==> src/rtp_pkg.sv <==
// Shared constants, register map and types of the retention and trigger-priority controller
package rtp_pkg;

    ////////////////////////////////////////////////////////////////////////////////
    // Sizes
    localparam int NTRIG = 16;
    localparam int NRES = 8;
    localparam int NSUB = 4;
    localparam int IDW = 4;
    localparam int ADDR_W = 8;

    ////////////////////////////////////////////////////////////////////////////////
    // Register byte offsets
    localparam logic [7:0] OFF_CTRL = 8'h00;
    localparam logic [7:0] OFF_STATUS = 8'h04;
    localparam logic [7:0] OFF_DEST_MAP = 8'h08;
    localparam logic [7:0] OFF_RET_MASK = 8'h0C;
    localparam logic [7:0] OFF_LP_MASK = 8'h10;
    localparam logic [7:0] OFF_LINK_MAP = 8'h14;

    // Control register fields
    localparam int CTRL_DRIVE_BIT = 0;
    localparam int CTRL_SW_LOW_REQ = 3;
    localparam int CTRL_GPIO_RET = 5;
    localparam int CTRL_DDR_RET = 7;

    // Status register fields
    localparam int STAT_STATE_LSB = 0;
    localparam int STAT_GPIO_RET = 2;
    localparam int STAT_DDR_RET = 3;
    localparam int STAT_DRIVE = 4;
    localparam int STAT_LAST_ID_LSB = 8;

    // Reset values
    localparam logic [31:0] CTRL_RST = 32'h0000_0000;
    localparam logic [31:0] DEST_MAP_RST = 32'h9555_55FF;
    localparam logic [31:0] RET_MASK_RST = 32'h0000_0003;
    localparam logic [31:0] LP_MASK_RST = 32'h0000_0000;
    localparam logic [31:0] LINK_MAP_RST = 32'h0804_0201;

    // Destination codes held two bits per trigger in the destination map
    localparam logic [1:0] DEST_STANDBY = 2'h0;
    localparam logic [1:0] DEST_ACTIVE = 2'h1;
    localparam logic [1:0] DEST_RETENTION = 2'h2;
    localparam logic [1:0] DEST_SAFE = 2'h3;

    localparam logic [1:0] RESP_OKAY = 2'h0;
    localparam logic [1:0] RESP_SLVERR = 2'h2;

    ////////////////////////////////////////////////////////////////////////////////
    // Types
    typedef enum logic [1:0] {
        ST_STANDBY,
        ST_ACTIVE,
        ST_RETENTION,
        ST_SAFE
    } rtp_state_t;

    typedef struct packed {
        logic valid;
        logic [IDW-1:0] id;
    } rtp_win_t;

endpackage : rtp_pkg

==> src/rtp_prio_arb.sv <==
// Fixed-priority arbiter: lowest active index wins
module rtp_prio_arb #(
    parameter int N = rtp_pkg::NTRIG
) (
    input wire logic [N-1:0] req,
    output rtp_pkg::rtp_win_t win
);

    always_comb begin
        win = '0;
        // Scan downward so the lowest index is written last and wins
        for (int i = N - 1; i >= 0; i--) begin
            if (req[i]) begin
                win.valid = 1'b1;
                win.id = rtp_pkg::IDW'(i);
            end
        end
    end

endmodule : rtp_prio_arb

==> src/rtp_retention_ctrl.sv <==
// Power-state controller with retention handling, trigger arbitration and AXI4-Lite registers
//
// Implementation choices: the register offsets and the AXI4-Lite register port.

// How it works
// RULE1 - In retention only retention rails stay up, each on or low-power per its own setting.
// RULE2 - A subsystem linked to a rail that stays active in retention is kept enabled too.
// RULE3 - In retention the safety output drive bit is cleared and the drive pin goes low.
// RULE4 - Request bit 5 high when a retention trigger is taken selects GPIO retention.
// RULE5 - Request bit 7 high when a retention trigger is taken selects DDR retention.
// RULE6 - The host sets bits 5 and 7 before it causes any trigger leading to retention.
// RULE7 - An active higher-priority trigger blocks all lower ones and their sequences.
// RULE8 - Priority runs from immediate shutdown at id 0 down to request bit 3 at the last id.
// RULE9 - In standby every rail is off and the drive pin is forced low.
// RULE10 - Each cycle all triggers are weighed and only the lowest id may launch a transition.
module rtp_retention_ctrl #(
    parameter int NTRIG = rtp_pkg::NTRIG,
    parameter int NRES = rtp_pkg::NRES,
    parameter int NSUB = rtp_pkg::NSUB
) (
    input wire logic aclk,
    input wire logic aresetn,
    input wire logic [rtp_pkg::ADDR_W-1:0] s_axi_awaddr,
    input wire logic s_axi_awvalid,
    output logic s_axi_awready,
    input wire logic [31:0] s_axi_wdata,
    input wire logic [3:0] s_axi_wstrb,
    input wire logic s_axi_wvalid,
    output logic s_axi_wready,
    output logic [1:0] s_axi_bresp,
    output logic s_axi_bvalid,
    input wire logic s_axi_bready,
    input wire logic [rtp_pkg::ADDR_W-1:0] s_axi_araddr,
    input wire logic s_axi_arvalid,
    output logic s_axi_arready,
    output logic [31:0] s_axi_rdata,
    output logic [1:0] s_axi_rresp,
    output logic s_axi_rvalid,
    input wire logic s_axi_rready,
    input wire logic [NTRIG-2:0] ext_trig,
    output logic [NRES-1:0] rail_on,
    output logic [NRES-1:0] rail_lp,
    output logic [NSUB-1:0] subsys_en,
    output logic safety_output_drive_pin,
    output logic gpio_retention,
    output logic ddr_retention,
    output logic [1:0] power_state,
    output logic transition_launch,
    output logic [rtp_pkg::IDW-1:0] launch_id
);

    ////////////////////////////////////////////////////////////////////////////////
    // State
    logic awready_ff, nxt_awready, wready_ff, nxt_wready;
    logic aw_held_ff, nxt_aw_held, w_held_ff, nxt_w_held;
    logic [rtp_pkg::ADDR_W-1:0] awaddr_ff, nxt_awaddr;
    logic [31:0] wdata_ff, nxt_wdata;
    logic [3:0] wstrb_ff, nxt_wstrb;
    logic bvalid_ff, nxt_bvalid, arready_ff, nxt_arready, rvalid_ff, nxt_rvalid;
    logic [1:0] bresp_ff, nxt_bresp, rresp_ff, nxt_rresp;
    logic [31:0] rdata_ff, nxt_rdata;
    logic [31:0] ctrl_ff, nxt_ctrl, dest_map_ff, nxt_dest_map;
    logic [31:0] ret_mask_ff, nxt_ret_mask, lp_mask_ff, nxt_lp_mask;
    logic [31:0] link_map_ff, nxt_link_map;
    rtp_pkg::rtp_state_t state_ff, nxt_state;
    logic gpio_ret_ff, nxt_gpio_ret, ddr_ret_ff, nxt_ddr_ret;
    logic launch_ff, nxt_launch;
    logic [rtp_pkg::IDW-1:0] launch_id_ff, nxt_launch_id;
    logic [NRES-1:0] rail_on_ff, nxt_rail_on, rail_lp_ff, nxt_rail_lp;
    logic [NSUB-1:0] subsys_ff, nxt_subsys;
    logic drive_pin_ff, nxt_drive_pin;

    logic [NTRIG-1:0] trig_req;
    rtp_pkg::rtp_win_t win;

    ////////////////////////////////////////////////////////////////////////////////
    // Helpers
    function automatic logic [31:0] merge(input logic [31:0] old, input logic [31:0] val,
                                          input logic [3:0] strb);
        logic [31:0] res;
        res = old;
        for (int b = 0; b < 4; b++) begin
            if (strb[b]) begin
                res[8*b +: 8] = val[8*b +: 8];
            end
        end
        return res;
    endfunction : merge

    function automatic rtp_pkg::rtp_state_t dest_state(input logic [1:0] code);
        case (code)
            rtp_pkg::DEST_STANDBY: return rtp_pkg::ST_STANDBY;
            rtp_pkg::DEST_ACTIVE: return rtp_pkg::ST_ACTIVE;
            rtp_pkg::DEST_RETENTION: return rtp_pkg::ST_RETENTION;
            default: return rtp_pkg::ST_SAFE;
        endcase
    endfunction : dest_state

    function automatic logic [1:0] state_code(input rtp_pkg::rtp_state_t st);
        case (st)
            rtp_pkg::ST_STANDBY: return rtp_pkg::DEST_STANDBY;
            rtp_pkg::ST_ACTIVE: return rtp_pkg::DEST_ACTIVE;
            rtp_pkg::ST_RETENTION: return rtp_pkg::DEST_RETENTION;
            default: return rtp_pkg::DEST_SAFE;
        endcase
    endfunction : state_code

    ////////////////////////////////////////////////////////////////////////////////
    // Trigger arbitration
    // Last id is the host's low-priority request bit; pins carry ids 0 upward
    assign trig_req = {ctrl_ff[rtp_pkg::CTRL_SW_LOW_REQ], ext_trig}; // [RULE8]

    rtp_prio_arb #(
        .N(NTRIG)
    ) u_arb (
        .req(trig_req),
        .win(win)
    );

    ////////////////////////////////////////////////////////////////////////////////
    // Next-state logic
    always_comb begin
        rtp_pkg::rtp_state_t tgt;
        logic [NRES-1:0] kept_active;
        tgt = dest_state(dest_map_ff[2*win.id +: 2]);
        kept_active = '0;
        nxt_aw_held = aw_held_ff;
        nxt_awaddr = awaddr_ff;
        nxt_w_held = w_held_ff;
        nxt_wdata = wdata_ff;
        nxt_wstrb = wstrb_ff;
        nxt_bvalid = bvalid_ff;
        nxt_bresp = bresp_ff;
        nxt_arready = arready_ff;
        nxt_rvalid = rvalid_ff;
        nxt_rdata = rdata_ff;
        nxt_rresp = rresp_ff;
        nxt_ctrl = ctrl_ff;
        nxt_dest_map = dest_map_ff;
        nxt_ret_mask = ret_mask_ff;
        nxt_lp_mask = lp_mask_ff;
        nxt_link_map = link_map_ff;
        nxt_state = state_ff;
        nxt_gpio_ret = gpio_ret_ff;
        nxt_ddr_ret = ddr_ret_ff;
        nxt_launch = 1'b0;
        nxt_launch_id = launch_id_ff;

        // One winner per cycle; a winner already at its destination still blocks the rest
        if (win.valid && tgt != state_ff) begin // [RULE7] [RULE10]
            nxt_state = tgt;
            nxt_launch = 1'b1;
            nxt_launch_id = win.id;
            // Variant is fixed by the request bits as they stand when the trigger is taken
            nxt_gpio_ret = (tgt == rtp_pkg::ST_RETENTION) && ctrl_ff[rtp_pkg::CTRL_GPIO_RET]; // [RULE4]
            nxt_ddr_ret = (tgt == rtp_pkg::ST_RETENTION) && ctrl_ff[rtp_pkg::CTRL_DDR_RET]; // [RULE5]
        end

        // Write channel: address and data latched independently, committed together
        if (s_axi_awvalid && awready_ff) begin
            nxt_aw_held = 1'b1;
            nxt_awaddr = s_axi_awaddr;
        end
        if (s_axi_wvalid && wready_ff) begin
            nxt_w_held = 1'b1;
            nxt_wdata = s_axi_wdata;
            nxt_wstrb = s_axi_wstrb;
        end
        if (bvalid_ff && s_axi_bready) begin
            nxt_bvalid = 1'b0;
        end
        if (aw_held_ff && w_held_ff && !bvalid_ff) begin
            nxt_aw_held = 1'b0;
            nxt_w_held = 1'b0;
            nxt_bvalid = 1'b1;
            nxt_bresp = rtp_pkg::RESP_OKAY;
            case (awaddr_ff)
                rtp_pkg::OFF_CTRL: nxt_ctrl = merge(ctrl_ff, wdata_ff, wstrb_ff);
                rtp_pkg::OFF_DEST_MAP: nxt_dest_map = merge(dest_map_ff, wdata_ff, wstrb_ff);
                rtp_pkg::OFF_RET_MASK: nxt_ret_mask = merge(ret_mask_ff, wdata_ff, wstrb_ff);
                rtp_pkg::OFF_LP_MASK: nxt_lp_mask = merge(lp_mask_ff, wdata_ff, wstrb_ff);
                rtp_pkg::OFF_LINK_MAP: nxt_link_map = merge(link_map_ff, wdata_ff, wstrb_ff);
                rtp_pkg::OFF_STATUS: nxt_bresp = rtp_pkg::RESP_OKAY;
                default: nxt_bresp = rtp_pkg::RESP_SLVERR;
            endcase
        end
        nxt_awready = !nxt_aw_held;
        nxt_wready = !nxt_w_held;

        // Read channel: one read in flight, answered the cycle after acceptance
        // Idle with nothing outstanding raises ready, which also brings it up after reset
        if (!arready_ff && !rvalid_ff) begin
            nxt_arready = 1'b1;
        end
        if (rvalid_ff && s_axi_rready) begin
            nxt_rvalid = 1'b0;
            nxt_arready = 1'b1;
        end
        if (s_axi_arvalid && arready_ff) begin
            nxt_arready = 1'b0;
            nxt_rvalid = 1'b1;
            nxt_rresp = rtp_pkg::RESP_OKAY;
            nxt_rdata = '0;
            case (s_axi_araddr)
                rtp_pkg::OFF_CTRL: nxt_rdata = ctrl_ff;
                rtp_pkg::OFF_STATUS: begin
                    nxt_rdata[rtp_pkg::STAT_STATE_LSB +: 2] = state_code(state_ff);
                    nxt_rdata[rtp_pkg::STAT_GPIO_RET] = gpio_ret_ff;
                    nxt_rdata[rtp_pkg::STAT_DDR_RET] = ddr_ret_ff;
                    nxt_rdata[rtp_pkg::STAT_DRIVE] = drive_pin_ff;
                    nxt_rdata[rtp_pkg::STAT_LAST_ID_LSB +: rtp_pkg::IDW] = launch_id_ff;
                end
                rtp_pkg::OFF_DEST_MAP: nxt_rdata = dest_map_ff;
                rtp_pkg::OFF_RET_MASK: nxt_rdata = ret_mask_ff;
                rtp_pkg::OFF_LP_MASK: nxt_rdata = lp_mask_ff;
                rtp_pkg::OFF_LINK_MAP: nxt_rdata = link_map_ff;
                default: nxt_rresp = rtp_pkg::RESP_SLVERR;
            endcase
        end

        // Device clear beats a software set: the drive bit only lives in the active state
        if (nxt_state != rtp_pkg::ST_ACTIVE) begin
            nxt_ctrl[rtp_pkg::CTRL_DRIVE_BIT] = 1'b0; // [RULE3] [RULE9]
        end
        nxt_drive_pin = nxt_ctrl[rtp_pkg::CTRL_DRIVE_BIT] &&
                        (nxt_state == rtp_pkg::ST_ACTIVE); // [RULE3] [RULE9]

        // Rails and linked subsystems follow the state being entered
        nxt_subsys = '0;
        case (nxt_state)
            rtp_pkg::ST_ACTIVE: begin
                nxt_rail_on = '1;
                nxt_rail_lp = '0;
                nxt_subsys = '1;
            end
            rtp_pkg::ST_RETENTION: begin
                nxt_rail_on = ret_mask_ff[NRES-1:0] & ~lp_mask_ff[NRES-1:0]; // [RULE1]
                nxt_rail_lp = ret_mask_ff[NRES-1:0] & lp_mask_ff[NRES-1:0]; // [RULE1]
                kept_active = nxt_rail_on;
                for (int s = 0; s < NSUB; s++) begin
                    nxt_subsys[s] = |(link_map_ff[s*NRES +: NRES] & kept_active); // [RULE2]
                end
            end
            default: begin
                // Standby and safe states drop every rail
                nxt_rail_on = '0; // [RULE9]
                nxt_rail_lp = '0;
            end
        endcase
        if (nxt_state != rtp_pkg::ST_RETENTION) begin
            nxt_gpio_ret = 1'b0;
            nxt_ddr_ret = 1'b0;
        end
    end

    ////////////////////////////////////////////////////////////////////////////////
    // Registers
    always_ff @(posedge aclk) begin
        if (!aresetn) begin
            awready_ff <= 1'b0;
            wready_ff <= 1'b0;
            aw_held_ff <= 1'b0;
            w_held_ff <= 1'b0;
            awaddr_ff <= '0;
            wdata_ff <= '0;
            wstrb_ff <= '0;
            bvalid_ff <= 1'b0;
            bresp_ff <= rtp_pkg::RESP_OKAY;
            arready_ff <= 1'b0;
            rvalid_ff <= 1'b0;
            rdata_ff <= '0;
            rresp_ff <= rtp_pkg::RESP_OKAY;
            ctrl_ff <= rtp_pkg::CTRL_RST;
            dest_map_ff <= rtp_pkg::DEST_MAP_RST;
            ret_mask_ff <= rtp_pkg::RET_MASK_RST;
            lp_mask_ff <= rtp_pkg::LP_MASK_RST;
            link_map_ff <= rtp_pkg::LINK_MAP_RST;
            state_ff <= rtp_pkg::ST_STANDBY;
            gpio_ret_ff <= 1'b0;
            ddr_ret_ff <= 1'b0;
            launch_ff <= 1'b0;
            launch_id_ff <= '0;
            rail_on_ff <= '0;
            rail_lp_ff <= '0;
            subsys_ff <= '0;
            drive_pin_ff <= 1'b0;
        end else begin
            awready_ff <= nxt_awready;
            wready_ff <= nxt_wready;
            aw_held_ff <= nxt_aw_held;
            w_held_ff <= nxt_w_held;
            awaddr_ff <= nxt_awaddr;
            wdata_ff <= nxt_wdata;
            wstrb_ff <= nxt_wstrb;
            bvalid_ff <= nxt_bvalid;
            bresp_ff <= nxt_bresp;
            arready_ff <= nxt_arready;
            rvalid_ff <= nxt_rvalid;
            rdata_ff <= nxt_rdata;
            rresp_ff <= nxt_rresp;
            ctrl_ff <= nxt_ctrl;
            dest_map_ff <= nxt_dest_map;
            ret_mask_ff <= nxt_ret_mask;
            lp_mask_ff <= nxt_lp_mask;
            link_map_ff <= nxt_link_map;
            state_ff <= nxt_state;
            gpio_ret_ff <= nxt_gpio_ret;
            ddr_ret_ff <= nxt_ddr_ret;
            launch_ff <= nxt_launch;
            launch_id_ff <= nxt_launch_id;
            rail_on_ff <= nxt_rail_on;
            rail_lp_ff <= nxt_rail_lp;
            subsys_ff <= nxt_subsys;
            drive_pin_ff <= nxt_drive_pin;
        end
    end

    ////////////////////////////////////////////////////////////////////////////////
    // Outputs
    assign s_axi_awready = awready_ff;
    assign s_axi_wready = wready_ff;
    assign s_axi_bresp = bresp_ff;
    assign s_axi_bvalid = bvalid_ff;
    assign s_axi_arready = arready_ff;
    assign s_axi_rdata = rdata_ff;
    assign s_axi_rresp = rresp_ff;
    assign s_axi_rvalid = rvalid_ff;
    assign rail_on = rail_on_ff;
    assign rail_lp = rail_lp_ff;
    assign subsys_en = subsys_ff;
    assign safety_output_drive_pin = drive_pin_ff;
    assign gpio_retention = gpio_ret_ff;
    assign ddr_retention = ddr_ret_ff;
    assign power_state = state_ff;
    assign transition_launch = launch_ff;
    assign launch_id = launch_id_ff;

endmodule : rtp_retention_ctrl

==> config.mk <==
export PLATFORM = sky130hd
export DESIGN_NAME = rtp_retention_ctrl
export DESIGN_NICKNAME = d
export VERILOG_FILES = /design/src/rtp_pkg.sv /design/src/rtp_prio_arb.sv /design/src/rtp_retention_ctrl.sv
export SDC_FILE = /design/constraint.sdc
export NUM_CORES = 1
export LEC_CHECK = 0
export ABC_AREA = 1
export BUFFER_PORTS_ARGS = -buffer_cell sky130_fd_sc_hd__buf_2
export CORE_MARGIN = 1
export CORE_UTILIZATION = 50
export CTS_CLUSTER_SIZE = 28
export DETAILED_ROUTE_END_ITERATION = 12
export PLACE_DENSITY_LB_ADDON = 0.12
export SLEW_MARGIN = 5
export SYNTH_ARGS = -nofsm -noshare
export SYNTH_HDL_FRONTEND = slang
export SYNTH_SLANG_ARGS = --single-unit
==> constraint.sdc <==
create_clock -name aclk -period 6.9 [get_ports aclk]
set_clock_uncertainty 0.15 [all_clocks]
set_input_delay 1.035 -clock aclk [delete_from_list [all_inputs] [get_ports aclk]]
set_output_delay 1.035 -clock aclk [all_outputs]
set_load 0.01 [all_outputs]
* Yosys cells after proc, flatten, opt, wreduce, memory -nomap -nowiden
Index checks and enable logic that the tools add are counted.
** Storage, ports and cells
- Bits in registers :: 277
- Word-level logic and storage cells :: 167
** Operators by class
- Mux-type cells :: 42
- Reductions and logical operators :: 53
- Bitwise gates (word level) :: 8
- Equal/unequal tests :: 20
- Shifts and indexed selects :: 1
** Operators by type and width (number)
- case mux 20 bit (5 select lines) :: 1
- two-way mux 5 bit :: 16
- AND reduction 3 bit :: 20
- AND 8 bit :: 6
- equality test 8 x 4 -> 1 bit (second input constant) :: 4
- equality test 8 x 5 -> 1 bit (second input constant) :: 4
- OR reduction 8 bit :: 4
- indexed part select 32 x 6 -> 2 bit :: 1
- case mux 5 bit (6 select lines) :: 1
- case mux 4 bit (6 select lines) :: 1
- equality test 8 x 3 -> 1 bit (second input constant) :: 2
- logical NOT 8 bit :: 2
- case mux 8 bit (2 select lines) :: 1
- two-way mux 1 bit :: 15
- case mux 3 bit (5 select lines) :: 1
- logical AND 1 bit :: 12
- case mux 2 bit (3 select lines) :: 2
- OR reduction 6 bit :: 2
- equality test 2 bit (second input constant) :: 4
- inverter 8 bit :: 1
- case mux 4 bit (2 select lines) :: 1
- equality test 2 x 1 -> 1 bit (second input constant) :: 3
- two-way mux 2 bit :: 3
- nonzero test 2 bit :: 3
- 8 further kinds :: 14

* Longest topological paths before layout
- Depth in word-level cells :: 25
- Depth in mapped cells :: 30
- Mapped depth without buffers :: 30

* By module
A second synthesis with hierarchy kept.
** Second synthesis, totals
- Cell total of the unflattened synthesis :: 1503
- Area total of the unflattened synthesis :: 11358.4 µm²
** Modules (own cells, without submodules)
- rtp_retention_ctrl :: seq. area each 5485.3 µm², cells an instance 1454, instances 1, area an instance 11149.4 µm²
- rtp_prio_arb :: seq. area each 0.0 µm², cells an instance 49, instances 1, area an instance 209.0 µm²

* Worst setup path after synthesis
Ideal clock, no wire load.
- Path kind :: input-to-reg
- Start point :: input ext_trig[14]
- End point :: register rail_on_ff[0], in the netlist rail_on[0]
- Data required time :: 6.680 ns
- Setup slack :: 3.292 ns
- Cell stages on the path :: 29
- Setup time :: 0.070 ns
- Data arrival time :: 3.388 ns
- Path through :: inv_1 nand2_1 nand2_1 nand2_1 nand2_1 nand2_1 nand2_1 nand2_1 nand2_1 nand2_1 nand2_1 nand2_1 nand2_1 nand2_2 nand2_4 nand2_4 buf_6 nand2_1 nand3_1 nand3_1 nand3_1 nand2_1 nand2_1 o21ai_0 inv_2 ha_1 or2_2 clkbuf_1 a21oi_1
** Between the ends
- Longest elaborated chain between the ends :: 23
- Elaborated cells on any way between the ends :: 26
- Classes of those cells :: eq/ne: 5; shift: 1; mux: 18; reduce/logical: 2
** Ends and longest elaborated chain
- start: declaration :: line rtp_retention_ctrl.sv:40 : input wire logic [NTRIG-2:0] ext_trig,
- two-way mux 5 bit * (15 in a row) :: line rtp_prio_arb.sv:13 : if (req[i]) begin
- indexed part select 32 x 6 -> 2 bit :: line rtp_retention_ctrl.sv:125 : tgt = dest_state(dest_map_ff[2*win.id +: 2]);
- equality test 2 bit (tied with other cells) :: line rtp_retention_ctrl.sv:91 : case (code)
- case mux 2 bit (3 select lines) :: line rtp_retention_ctrl.sv:91
- inequality test 2 bit :: line rtp_retention_ctrl.sv:150 : if (win.valid && tgt != state_ff) begin
- logical AND 1 bit :: line rtp_retention_ctrl.sv:150
- two-way mux 2 bit * :: line rtp_retention_ctrl.sv:150
- via nxt_state[0] :: line rtp_retention_ctrl.sv:65 : rtp_pkg::rtp_state_t state_ff, nxt_state;
- equality test 2 bit / equality test 2 x 1 -> 1 bit (equally long branches) :: line rtp_retention_ctrl.sv:230 : case (nxt_state)
- case mux 8 bit (2 select lines) * :: line rtp_retention_ctrl.sv:230
- end signal: assignment :: line rtp_retention_ctrl.sv:311 : rail_on_ff <= nxt_rail_on;
- end: declaration :: line rtp_retention_ctrl.sv:69 : logic [NRES-1:0] rail_on_ff, nxt_rail_on, rail_lp_ff, nxt_rail_lp;
The timed path passes the listed nets; every way through them passes the cells marked *.
A chain may end at the register's enable or synchronous reset.

* Worst setup path after layout
- Start point :: input ext_trig[14]
- End point :: register gpio_ret_ff, in the netlist gpio_retention
** Between the ends
- Longest elaborated chain between the ends :: 23
- Elaborated cells on any way between the ends :: 27
- Classes of those cells :: eq/ne: 5; shift: 1; mux: 17; reduce/logical: 4
** Ends and longest elaborated chain
- two-way mux 5 bit * (15 in a row) :: line rtp_prio_arb.sv:13
- indexed part select 32 x 6 -> 2 bit :: line rtp_retention_ctrl.sv:125
- equality test 2 bit (tied with other cells) :: line rtp_retention_ctrl.sv:91
- case mux 2 bit (3 select lines) :: line rtp_retention_ctrl.sv:91
- inequality test 2 bit :: line rtp_retention_ctrl.sv:150
- logical AND 1 bit :: line rtp_retention_ctrl.sv:150
- two-way mux 2 bit * :: line rtp_retention_ctrl.sv:150
- via nxt_state[0] :: line rtp_retention_ctrl.sv:65
- inequality test 2 bit * :: line rtp_retention_ctrl.sv:250 : if (nxt_state != rtp_pkg::ST_RETENTION) begin
- OR reduction 2 bit (no line) *
- end signal: assignment :: line rtp_retention_ctrl.sv:307 : gpio_ret_ff <= nxt_gpio_ret;
- end: declaration :: line rtp_retention_ctrl.sv:66 : logic gpio_ret_ff, nxt_gpio_ret, ddr_ret_ff, nxt_ddr_ret;
Marks and branches as above.

==> results.yml <==
status:
  outcome: "complete, no violations"
setup_path:
  path_common_cell: "nand2_1"
  cp-startpoint: "ext_trig[14]"
  critPathKind: "in -> reg"
  critPathLaunchType: "input pin"
  critPathSlowestCell: "ha_1"
  worstPathRequired_ns: 7.24
  cp-endpoint: "gpio_retention"
  worstReg2RegStart: "ctrl_ff[3]"
  worstSetupEndpointType: "flop"
  r2r-end: "gpio_retention"
  crit_arrival_ns: 4.28
  rr_worst_depth: 29
  r2r_slack_ns: 3.17
  path_max_fanout: 17
  slowest_delay_ns: 0.57
synth:
  synth.avg_cell_area_um2: 7.829
  yosys_warnings: 0
  synth-seq-cells: 274
  syn_area_um2: 10970
  async_flop_share_pct: 0
  yosys.cell_types.count: 33
  synthFlopType: "dfxtp_1"
  synthCells: 1401
  synth_edf_count: 0
  yosysSeqAreaShare_pct: 50.01
detailed_routing:
  drt-pass1-iter-count: 5
  drtIter0Drc: 1028
  wire_per_inst_um: 19.29
  drc: 0
  routed_wl_um: 34710
  vias_per_cell: 5.724
  antenna_left: 0
  vias: 10298
floorplan:
  start_util_pct: 51.53
  die_area_um2: 22530
  core-area_um2: 21290
  fp.dieH_um: 150.1
  num_rows: 53
  io_pins: 145
  die_w_um: 150.1
final_layout:
  drive_gt1_share_pct: 14.04
  diodes: 0
  nets: 1582
  synthToLayoutAreaGrowth_pct: 16.24
  final_util_pct: 59.90
  stdcell_count: 1799
  final_area_um2: 12750
timing:
  tightest_slew_ns: 1.238
  setup_violations: 0
  drv_slew: 0
  tns_ns: 0
  rsz0062_at_grt: "no"
  timing.fmax_mhz: 253.8
  finalHoldViolCount: 0
  slew_headroom_pct: 17.14
  fin_crit_ns: 3.941
  fin_crit_sh_pct: 57.11
  worst_hold_slack_ns: 0.3063
  setup_slack_ns: 2.959
global_routing:
  grt_start_max_net_pins: 110
  overflow: 0
  met3_usage_pct: 4.939
  grt_use_met2_pct: 48.89
  grt_pass1_wl_um: 54430
  use_met1_pct: 43.79
  track_usage_pct: 31.20
  antenna_found_initial: 0
  busiest_layer: "met2"
  grt_pass1_vias: 9670
cts:
  htreeDepth: 1
  clkSinkCount: 274
  cts.repair.resized: 0
  cts-root-buf: "clkbuf_16"
  cts_tree: "done"
  post-cts-setup-buffers: 0
  clk-insertion-delay-late_ns: 0.55
  postCtsHoldBufs: 0
  cts_made_buffers: 28
  path_clk_slew_ns: 0.06
  clk_path_buf_depth: 3
placed_design:
  io_buffer_count: 142
  place_ws_ns: 2.497
  dp.cells: 1751
  hpwl_um: 22360
  place_area_um2: 11810
  finalWeightedCongestion: 0.9055
pwr:
  clockPowerShare_pct: 45.0
  p_comb_share_pct: 7.1
  p_switching_uw: 813.1
  power_mw: 3.445
  p_per_area_nw_per_um2: 270.2
  p_int_mw: 2.632
  peakVddDrop_mv: 0.2081
  p_leak_nw: 5.154
  swShare_pct: 23.60
  p_seq_share_pct: 47.9
hold_path:
  min_path_type: "reg -> reg"
job:
  drv_cap: 0
-- power by group through the flow --
stage / Clock (mW) / Combinational (mW) / Sequential (mW)
CTS: 1.56 / 0.244 / 1.65
detailed placement: 0 / 0.242 / 1.68
finish: 1.55 / 0.246 / 1.65
global placement: 0 / 0.239 / 1.68
global route: 1.63 / 0.273 / 1.65
floorplan: 0 / 0.141 / 1.69
-- metal layers --
layer  up-vias  part of all wire [%]
met2       436                    44
met4         0                   2.8
met5         -                     0
met3        63                   8.4
met1      4741                    45
li1       5058                     -
-- sequential cells by signal, summed over array words and instances, names as in the netlist, 8 cells and up --
register and count:
ret_mask_ff 32, rail_lp 8, wdata_ff 32, awaddr_ff 8, dest_map_ff 32, rail_on 8
ctrl_ff 32, link_map_ff 32, s_axi_rdata 32, lp_mask_ff 32
-- placed cells by master, fill, tap and decap left out, types with 2 or more instances in the layout --
cell type	netlist	final
dfxtp_1	274	274
o21ai_0	188	188
a21oi_1	185	185
nand2_1	170	169
buf_2	1	141
inv_1	133	133
nor2_1	117	116
nand3_1	72	72
a211oi_1	38	38
clkbuf_16	0	28
o211ai_1	27	27
a22oi_1	20	20
a41oi_1	17	17
a221oi_1	16	16
o22ai_1	14	14
buf_4	3	11
nor3_1	12	10
clkbuf_1	73	8
clkbuf_8	0	7
inv_2	5	5
o41ai_1	5	5
nor4_1	4	4
nand2_2	3	4
nand2_4	4	4
a31oi_1	4	4
clkinv_1	3	3
a21oi_2	3	3
bufinv_16	0	3
nand3_2	2	2
nor3_2	0	2
ha_1	2	2
conb_1	1	2
-- cell families after synthesis --
logic type      count (synthesis)  synth area share (%)
flops                         274                 50.01
buf+inv                       219                 7.677
fa+ha+maj                       2                0.2281
compound gates                518                 27.22
simple gates                  387                 14.83
other cells                     1               0.03419
-- layout make-up --
cell class,instances,area [um^2]
clock buffer,43,827.0
clock inverter,5,111.4
fill,1995,8537
inverter,141,529.3
multi-input combinational,909,4664
sequential,274,5485
tap,275,344.1
timing repair buffer,152,788.3
-- worst min-delay path by stage --
stage	slack, ns	endpoint	from	depth (start not counted)
final	0.31	rail_lp[2]	ret_mask_ff[2]	2
after global routing	0.34	rail_lp[2]	ret_mask_ff[2]	2
after CTS	0.30	rail_lp[2]	ret_mask_ff[2]	2
after detailed placement	0.29	rail_lp[2]	ret_mask_ff[2]	2
after global placement	0.29	rail_lp[2]	ret_mask_ff[2]	2
after floorplan	0.27	rail_lp[5]	lp_mask_ff[5]	2
-- cell usage after synthesis, drive strengths merged (2+ instances only) --
library cell	n	share of area, %
o211ai	27	1.8
a22oi	20	1.4
nor4	4	0.23
ha	2	0.23
clkbuf	73	2.5
a221oi	16	1.3
inv	138	4.7
a31oi	4	0.23
o41ai	5	0.40
a21oi	188	8.7
clkinv	3	0.10
a211oi	38	2.6
o21ai	188	8.6
nor3	12	0.55
nand3	74	3.5
o22ai	14	0.80
nor2	117	4.0
nand2	177	6.4
dfxtp	274	50
a41oi	17	1.4
buf	5	0.35
-- worst max-delay path, delay by kind of cell --
kind	cells	cell delay (ns)
adders and majority gates	1	0.57
buffers and inverters	4	0.41
and+or+nand+nor	25	2.09
AOI/OAI and AO/OA	1	0.15
(Power assumes the default switching activity.)
